<file path="src/rtl/csr_defines.svh">
`ifndef CSR_DEFINES_SVH
`define CSR_DEFINES_SVH

// Register offsets on the parallel register interface.
`define CSR_OFS_FLAGS      8'h01
`define CSR_OFS_STAT_A     8'h02
`define CSR_OFS_STAT_B     8'h03

// Reset values of the status registers and the read answer for unmapped offsets.
`define CSR_STAT_A_RST     8'h00
`define CSR_STAT_B_RST     8'h00
`define CSR_RDATA_IDLE     8'h00

// First status register bit positions.
`define CSR_A_RSVD_BIT     7
`define CSR_A_VFLOOR_BIT   6
`define CSR_A_ILIM_BIT     5
`define CSR_A_SFLOOR_BIT   4
`define CSR_A_TJREG_BIT    3
`define CSR_A_ZONE_MSB     2
`define CSR_A_ZONE_LSB     0

// Second status register bit positions.
`define CSR_B_CODE_MSB     7
`define CSR_B_CODE_LSB     4
`define CSR_B_SUPPLY_MSB   3
`define CSR_B_SUPPLY_LSB   2
`define CSR_B_CHARGE_BIT   1
`define CSR_B_TSUS_BIT     0

// Battery temperature zone codes.
`define CSR_ZONE_OFF       3'h0
`define CSR_ZONE_COLD      3'h1
`define CSR_ZONE_COOL      3'h2
`define CSR_ZONE_WARM      3'h3
`define CSR_ZONE_HOT       3'h4
`define CSR_ZONE_NORMAL    3'h5

// Charger state codes.
`define CSR_CODE_OFF       4'h0
`define CSR_CODE_PREQUAL   4'h1
`define CSR_CODE_CC        4'h2
`define CSR_CODE_CC_MOD    4'h3
`define CSR_CODE_CV        4'h4
`define CSR_CODE_CV_MOD    4'h5
`define CSR_CODE_TOP       4'h6
`define CSR_CODE_TOP_MOD   4'h7
`define CSR_CODE_DONE      4'h8
`define CSR_CODE_DONE_MOD  4'h9
`define CSR_CODE_PQ_TMO    4'ha
`define CSR_CODE_FC_TMO    4'hb
`define CSR_CODE_TEMP_FLT  4'hc

// Input supply state codes.
`define CSR_SUP_UNDER      2'h0
`define CSR_SUP_OVER       2'h1
`define CSR_SUP_DEBOUNCE   2'h2
`define CSR_SUP_GOOD       2'h3

// Change flag bit positions in the flag register.
`define CSR_FLG_ZONE       0
`define CSR_FLG_CODE       1
`define CSR_FLG_SUPPLY     2
`define CSR_FLG_TJREG      3
`define CSR_FLG_INCTRL     4
`define CSR_FLG_SFLOOR     5
`define CSR_FLG_COUNT      6

`endif

</file>
<file path="src/rtl/csr_pkg.sv">
package csr_pkg;

  // Which fast-charge path the charger took most recently, one-hot.
  typedef enum logic [2:0] {
    CSR_PATH_NONE   = 3'b001,
    CSR_PATH_NORMAL = 3'b010,
    CSR_PATH_MOD    = 3'b100
  } csr_path_t;

endpackage : csr_pkg

</file>
<file path="src/rtl/csr_field_sample.sv">
`timescale 1ns/10ps
`default_nettype none

module csr_field_sample #(
  parameter int W = 8
) (
  input  wire logic         clk,
  input  wire logic         rst,
  input  wire logic         ce,
  input  wire logic [W-1:0] d,
  output logic      [W-1:0] q_r
);

  // Captures a field in one edge so all its bits are seen together.
  always_ff @(posedge clk) begin
    if (rst) begin
      q_r <= '0;
    end else if (ce) begin
      q_r <= d;
    end
  end

endmodule : csr_field_sample

`default_nettype wire

</file>
<file path="src/rtl/csr_status_top.sv">
// Behaviour
// - Status A bit 6 shows the input-voltage floor loop engaged.
// - Status A bit 5 shows the input current limit loop engaged.
// - Status A bit 4 shows the system-rail floor loop engaged.
// - Status A bit 3 shows the die temperature loop engaged.
// - Status A bits 2:0 carry the battery temperature zone, codes 0 to 5.
// - Thermistor and charger enabled in cold or hot zone raise temperature fault.
// - Status B bits 7:4 carry the charger state code, off through done.
// - Timer faults report 0xa and 0xb, temperature fault reports 0xc.
// - Done reached through modified fast-charge states reports 0x9.
// - Status B bits 3:2 carry input supply state, four codes.
// - No input power is accepted while supply state is debouncing.
// - Status B bit 1 shows charging in progress.
// - Status B bit 0 shows timer suspended for any of three causes.
// - Status A bit 7 is reserved, reads zero, host writes zero.
// - Changes of state code, supply state or zone set sticky read-cleared flags.
// - Changes of input floor or current limit bits set one shared flag.
`include "csr_defines.svh"
`timescale 1ns/10ps
`default_nettype none

module csr_status_top
  import csr_pkg::*;
(
  input  wire logic       clk,
  input  wire logic       rst,
  input  wire logic       ce,
  input  wire logic [7:0] reg_addr,
  input  wire logic       reg_rd,
  input  wire logic       reg_wr,
  input  wire logic [7:0] reg_wdata,
  output logic      [7:0] reg_rdata,
  input  wire logic       input_voltage_floor_active,
  input  wire logic       input_current_limit_active,
  input  wire logic       system_voltage_floor_active,
  input  wire logic       die_temp_regulation_active,
  input  wire logic [2:0] battery_temp_zone,
  input  wire logic [3:0] charger_state_raw,
  input  wire logic [1:0] input_supply_state,
  input  wire logic       charging_now,
  input  wire logic       thermistor_enable,
  input  wire logic       charger_enable,
  input  wire logic       cc_current_below_fifth,
  input  wire logic       supplement_mode,
  output logic            battery_temp_fault,
  output logic            input_power_accept,
  output logic      [5:0] change_flags
);

  logic [3:0]  loops_s;
  logic [2:0]  zone_s;
  logic [3:0]  raw_s;
  logic [1:0]  supply_s;
  logic [3:0]  misc_s;
  logic [7:0]  stat_a_r;
  logic [7:0]  stat_a_nxt;
  logic [7:0]  stat_b_r;
  logic [7:0]  stat_b_nxt;
  logic [7:0]  rdata_r;
  logic [7:0]  rdata_nxt;
  csr_path_t   path_r;
  csr_path_t   path_nxt;
  logic [3:0]  code_rep;
  logic        timer_sus;
  logic        in_cc;
  logic        raw_done;
  logic        hit_flags;
  logic        hit_a;
  logic        hit_b;
  logic        flag_clr;
  logic [5:0]  flag_evt;
  logic        unused_wr;

  // Sample every status input except charger_enable into the register clock domain.
  csr_field_sample #(.W(4)) u_loops (
    .clk (clk),
    .rst (rst),
    .ce  (ce),
    .d   ({input_voltage_floor_active, input_current_limit_active,
           system_voltage_floor_active, die_temp_regulation_active}),
    .q_r (loops_s)
  );

  csr_field_sample #(.W(3)) u_zone (
    .clk (clk),
    .rst (rst),
    .ce  (ce),
    .d   (battery_temp_zone),
    .q_r (zone_s)
  );

  csr_field_sample #(.W(4)) u_code (
    .clk (clk),
    .rst (rst),
    .ce  (ce),
    .d   (charger_state_raw),
    .q_r (raw_s)
  );

  csr_field_sample #(.W(2)) u_supply (
    .clk (clk),
    .rst (rst),
    .ce  (ce),
    .d   (input_supply_state),
    .q_r (supply_s)
  );

  csr_field_sample #(.W(4)) u_misc (
    .clk (clk),
    .rst (rst),
    .ce  (ce),
    .d   ({charging_now, thermistor_enable, cc_current_below_fifth, supplement_mode}),
    .q_r (misc_s)
  );

  // Battery temperature fault from the enabled thermistor in a cold or hot zone.
  assign battery_temp_fault = misc_s[2] & charger_enable &
                              ((zone_s == `CSR_ZONE_COLD) | (zone_s == `CSR_ZONE_HOT));

  // Tracks whether the last fast-charge state was a temperature-modified one.
  always_comb begin
    case (raw_s)
      `CSR_CODE_CC, `CSR_CODE_CV, `CSR_CODE_TOP:             path_nxt = CSR_PATH_NORMAL;
      `CSR_CODE_CC_MOD, `CSR_CODE_CV_MOD, `CSR_CODE_TOP_MOD: path_nxt = CSR_PATH_MOD;
      `CSR_CODE_OFF, `CSR_CODE_PREQUAL:                      path_nxt = CSR_PATH_NONE;
      default:                                               path_nxt = path_r;
    endcase
  end

  // Path register.
  always_ff @(posedge clk) begin
    if (rst) begin
      path_r <= CSR_PATH_NONE;
    end else if (ce) begin
      path_r <= path_nxt;
    end
  end

  // Reported state code: fault overrides, modified path turns done into its variant.
  assign raw_done = (raw_s == `CSR_CODE_DONE);
  assign code_rep = battery_temp_fault ? `CSR_CODE_TEMP_FLT :
                    (raw_done && path_r == CSR_PATH_MOD) ? `CSR_CODE_DONE_MOD :
                    raw_s;

  // Timer suspend causes: slow current in CC, supplement, temperature fault.
  assign in_cc     = (code_rep == `CSR_CODE_CC) | (code_rep == `CSR_CODE_CC_MOD);
  assign timer_sus = (in_cc & misc_s[1]) | misc_s[0] |
                     (code_rep == `CSR_CODE_TEMP_FLT);

  // Next contents of the first status register; reserved bit forced low.
  assign stat_a_nxt = {1'b0,
                       loops_s[3],
                       loops_s[2],
                       loops_s[1],
                       loops_s[0],
                       zone_s};

  // Next contents of the second status register.
  assign stat_b_nxt = {code_rep,
                       supply_s,
                       misc_s[3],
                       timer_sus};

  // Status registers follow hardware only; host writes never reach them.
  always_ff @(posedge clk) begin
    if (rst) begin
      stat_a_r <= `CSR_STAT_A_RST;
      stat_b_r <= `CSR_STAT_B_RST;
    end else if (ce) begin
      stat_a_r <= stat_a_nxt;
      stat_b_r <= stat_b_nxt;
    end
  end

  // Power is taken from the input only once it is good and debounced.
  assign input_power_accept = (stat_b_r[`CSR_B_SUPPLY_MSB:`CSR_B_SUPPLY_LSB] == `CSR_SUP_GOOD);

  // Field change events feeding the sticky flags.
  assign flag_evt[`CSR_FLG_ZONE]   = stat_a_nxt[`CSR_A_ZONE_MSB:`CSR_A_ZONE_LSB] !=
                                     stat_a_r[`CSR_A_ZONE_MSB:`CSR_A_ZONE_LSB];
  assign flag_evt[`CSR_FLG_CODE]   = stat_b_nxt[`CSR_B_CODE_MSB:`CSR_B_CODE_LSB] !=
                                     stat_b_r[`CSR_B_CODE_MSB:`CSR_B_CODE_LSB];
  assign flag_evt[`CSR_FLG_SUPPLY] = stat_b_nxt[`CSR_B_SUPPLY_MSB:`CSR_B_SUPPLY_LSB] !=
                                     stat_b_r[`CSR_B_SUPPLY_MSB:`CSR_B_SUPPLY_LSB];
  assign flag_evt[`CSR_FLG_TJREG]  = stat_a_nxt[`CSR_A_TJREG_BIT] != stat_a_r[`CSR_A_TJREG_BIT];
  assign flag_evt[`CSR_FLG_INCTRL] =
    (stat_a_nxt[`CSR_A_VFLOOR_BIT] != stat_a_r[`CSR_A_VFLOOR_BIT]) |
    (stat_a_nxt[`CSR_A_ILIM_BIT] != stat_a_r[`CSR_A_ILIM_BIT]);
  assign flag_evt[`CSR_FLG_SFLOOR] = stat_a_nxt[`CSR_A_SFLOOR_BIT] != stat_a_r[`CSR_A_SFLOOR_BIT];

  // Register decode; a read of the flag register clears every flag.
  assign hit_flags = (reg_addr == `CSR_OFS_FLAGS);
  assign hit_a     = (reg_addr == `CSR_OFS_STAT_A);
  assign hit_b     = (reg_addr == `CSR_OFS_STAT_B);
  assign flag_clr  = reg_rd & hit_flags;
  assign unused_wr = reg_wr & (|reg_wdata);

  // One sticky flag per change source.
  genvar gi;
  generate
    for (gi = 0; gi < `CSR_FLG_COUNT; gi++) begin : g_flag
      csr_sticky_flag u_flag (
        .clk    (clk),
        .rst    (rst),
        .ce     (ce),
        .set    (flag_evt[gi]),
        .clr    (flag_clr),
        .flag_r (change_flags[gi])
      );
    end
  endgenerate

  // Read data selection; unmapped offsets answer zero.
  assign rdata_nxt = hit_flags ? {2'b00, change_flags} :
                     hit_a     ? stat_a_r :
                     hit_b     ? stat_b_r :
                     `CSR_RDATA_IDLE;

  // Read data register, loaded one edge after the read strobe.
  always_ff @(posedge clk) begin
    if (rst) begin
      rdata_r <= `CSR_RDATA_IDLE;
    end else if (ce && reg_rd) begin
      rdata_r <= rdata_nxt;
    end
  end

  assign reg_rdata = rdata_r;
endmodule : csr_status_top

`default_nettype wire

</file>
<file path="src/rtl/csr_sticky_flag.sv">
`timescale 1ns/10ps
`default_nettype none

module csr_sticky_flag (
  input  wire logic clk,
  input  wire logic rst,
  input  wire logic ce,
  input  wire logic set,
  input  wire logic clr,
  output logic      flag_r
);

  // Holds an event until cleared; a set in the clearing cycle wins.
  always_ff @(posedge clk) begin
    if (rst) begin
      flag_r <= 1'b0;
    end else if (ce) begin
      flag_r <= set | (flag_r & ~clr);
    end
  end

endmodule : csr_sticky_flag

`default_nettype wire

</file>
<file path="config.mk">
export PLATFORM = sky130hd
export DESIGN_NAME = csr_status_top
export DESIGN_NICKNAME = d
export VERILOG_FILES = /design/src/rtl/csr_pkg.sv /design/src/rtl/csr_field_sample.sv /design/src/rtl/csr_status_top.sv /design/src/rtl/csr_sticky_flag.sv
export VERILOG_INCLUDE_DIRS = /design/src /design/src/rtl
export SDC_FILE = /design/constraint.sdc
export NUM_CORES = 1
export LEC_CHECK = 0
export ABC_AREA = 1
export BUFFER_PORTS_ARGS = -buffer_cell sky130_fd_sc_hd__buf_2
export CORE_AREA = 2 2 73 75
export CTS_CLUSTER_DIAMETER = 60
export DETAILED_ROUTE_END_ITERATION = 10
export DIE_AREA = 0 0 75 77
export HOLD_SLACK_MARGIN = 0.02
export PLACE_DENSITY = 0.73
export SETUP_SLACK_MARGIN = 0.1
export SYNTH_ARGS = -nofsm -noshare
export SYNTH_HDL_FRONTEND = slang
export SYNTH_HIERARCHICAL = 1
export SYNTH_SLANG_ARGS = --single-unit
</file>
<file path="constraint.sdc">
create_clock -name clk -period 3 [get_ports clk]
set_clock_uncertainty 0.05 [all_clocks]
set_input_delay 0 -clock clk [delete_from_list [all_inputs] [get_ports clk]]
set_output_delay 0 -clock clk [all_outputs]
set_load 0.005 [all_outputs]
</file>
==> results.md <==
- Crit share post-route: 47.7%
- Synth-to-Final Area Change: 22.3%
- Gr usage total: 17.9%
- GPL Wtd Cong: 0.826
- Slew Limit Headroom: 58.5%
- Synth async-reset ratio: 0%
- Vias in the first global route: 1933
- Overall Power: 1.42 mW
- Final setup fails: 0
- Worst VDD drop: 0.254 mV
- DR DRC count: 0
- CTS tree: built
- Detailed Routing Iterations Pass 1: 4
- Final Hold Fails: 0
- Setup TNS: 0 ns
- RSZ-0062 raised after global routing: false
- Mean Syn Cell Area: 6.81 sq um
- Total number of vias: 2277
- # diodes: 0
- Num CTS Buffers: 5
- Crit-path max cell delay: 0.40 ns
- Comb pwr share: 14.5%
- Starting density of the core: 48.7%
- Crit start category: flop
- HPWL Detailed: 3380 microns
- IO Count: 55
- Synth Warn #: 6
- Row count: 26
- Layout Nets: 455
- Cell Area, Synth: 2420 sq um
- Drt initial violations: 119
- Worst path top cell family by delay: simple AND/OR/NAND/NOR gates
- Post-synthesis sequential area ratio: 40.5%
- Layout cells sized above 1: 20.1%
- DR vias/cell: 4.68
- CP dominant cell by count: nand2_1
- Maximum clock path buffer count: 2
- Measured slew at the worst slew-check pin: 0.622 ns
- Bufs and invs on worst path: 1
- Routed wire per std cell: 10.1 microns
- Port Buffers: 45
- Clock share of power: 34.4%
- Max-cap violations: 0
- Critical path peak fanout: 9
- CP max stage cell: dfxtp_1
- Sequential share of power: 51.1%
- Max Clock Freq: 699 MHz
- CP Cell Sequence: inv_1 > nand2_1 > nand2_1 > nand2_4 > nand2_1 > xor2_1 > nor2_1 > nand2_1 > nand2_1 > a21oi_2
- DRT antenna net count: 0
- Reg2reg setup slack: 1.57 ns
- P_sw: 0.365 mW
- Fin crit period: 1.43 ns
- Reg clk slew, reported paths: 0.09 ns
- Core box area: 4980 sq um
- Yosys cell types: 26
- Post-synth EDFFs: 0
- Final max-slew violation count: 0
- Die Ht: 77 microns
- Largest net degree at the start of global routing: 53
- Internal Power: 1.06 mW
- Lkg Pwr: 1.48 nW
- Synth Net Count: 395
- Ys flop type: dfxtp_1
- First-pass GRT wire length: 8290 microns
- Crit Path Class: reg -> reg
- Status: completed
- Worst setup EP type: flop
- Worst-Skew Late Latency: 0.30 ns
- Mapped Cells: 356
- Min-delay worst type: in -> reg
- Layout Utilization: 59.5%
- Cell area power density: 479 nW/um^2
- Routed WL: 4930 microns
- GR Overflow Total: 0
- Req. time, crit path: 3.12 ns
- Root Buffer: clkbuf_8
- Switch share: 25.7%
- Initial antenna violation count: 0
- Arr. time, crit path: 1.55 ns
- Yosys reg bits: 49
- Die width: 75 microns
- Overall die area: 5780 sq um
- H-tree Lvls: 2
- CTS Sinks: 49
## what timing repair did
action                    4_1_cts  5_1_grt
hold buffers                   17        0
hold endpoints to repair       17        0
resized for setup               0        0
buffers inserted                0        0
## synthesized netlist by cell type (all sizes together) (3+ instances only)
master	n	area [sq um]
dfxtp	49	981
xor2	4	35.0
inv	45	169
nand3	24	125
clkbuf	3	11.3
a21oi	26	183
buf	7	60.1
nor2	68	280
xnor2	8	70.1
nand2	98	378
o21ai	17	85.1
## power by group through the flow
stage	clock (mW)	sequential (mW)	combinational (mW)
floorplan	0	0.733	0.138
global placement	0	0.740	0.185
detailed placement	0	0.741	0.190
global route	0.526	0.732	0.237
CTS	0.498	0.726	0.207
finish	0.488	0.726	0.207
## layout make-up
class | instances | area, sq um
well taps | 70 | 87.6
repair buffers | 63 | 403
fillers | 481 | 2010
multi-input cells | 251 | 1200
inverters | 46 | 174
clock inverters | 2 | 37.5
clock buffers | 6 | 82.6
flip-flops and latches | 49 | 981
## cell usage in the layout (no fill, tap or decap), types with 2 or more instances in the layout
master         instances
xnor2_1                8
nor2_4                 2
xor2_1                 4
dfxtp_1               49
buf_2                 45
dlygate4sd3_1         17
a21oi_1               12
inv_1                 40
a21oi_2               14
nand3_1               23
nor2_2                 4
inv_2                  5
clkbuf_8               6
nand2_1               96
o21ai_0               17
nor2_1                62
## sequential cells by signal, indices dropped and copies added (netlist names), 3 cells and up
register / cells
reg_rdata: 8
stat_b_r: 8
stat_a_r: 7
g_flag.u_flag/flag_r: 6
u_code/q_r: 4
u_loops/q_r: 4
u_misc/q_r: 4
path_r: 3
u_zone/q_r: 3
## kinds of logic after synthesis
family | count (synthesis) | share of synthesized area, %
and+or+nand+nor | 194 | 33.4
buffers and inverters | 56 | 10.1
DFF | 49 | 40.5
AOI/OAI and AO/OA | 45 | 11.7
xor gates and xnor gates | 12 | 4.34
## worst register-to-register path, cell delays in order (launching register included)
cell and delay [ns]:
dfxtp_1 0.40, inv_1 0.08, nand2_1 0.06, nand2_1 0.08, nand2_4 0.11, nand2_1 0.08
xor2_1 0.14, nor2_1 0.11, nand2_1 0.06, nand2_1 0.08, a21oi_2 0.06
## per-stage QoR
| step | setup slack [ns] | instances | hold WS, ns | cell area (sq um) |
|---|---|---|---|---|
| 5_1_grt | 1.42 | 487 | 0.0353 | 2960 |
| 2_1_floorplan | 1.76 | 356 | 0.0124 | 2420 |
| 3_5_place_dp | 1.58 | 462 | 0.238 | 2670 |
| 6_report | 1.57 | 487 | 0.0341 | 2960 |
| 3_3_place_gp | 1.61 | 462 | 0.232 | 2670 |
| 4_1_cts | 1.56 | 487 | 0.0257 | 2960 |
## metal layers
metal | track usage [%] | routed length [microns] | up-vias
met5 | 0 | 0 | -
met4 | 4.46 | 53 | 0
met3 | 3.94 | 184 | 7
met2 | 29.5 | 2320 | 47
met1 | 23.5 | 2370 | 1002
li1 | - | - | 1221
## worst paths after layout
| check | start | endpoint | cells past startpoint |
|---|---|---|---|
| hold / removal | ce | stat_a_r[2] | 2 |
| setup / recovery | u_zone/q_r[0] | g_flag[1].u_flag/flag_r | 10 |
| hold reg to reg | u_misc/q_r[2] | u_misc/q_r[2] | 2 |
| setup reg to reg | u_zone/q_r[0] | g_flag[1].u_flag/flag_r | 10 |
Power figures use the tool's default switching activity.
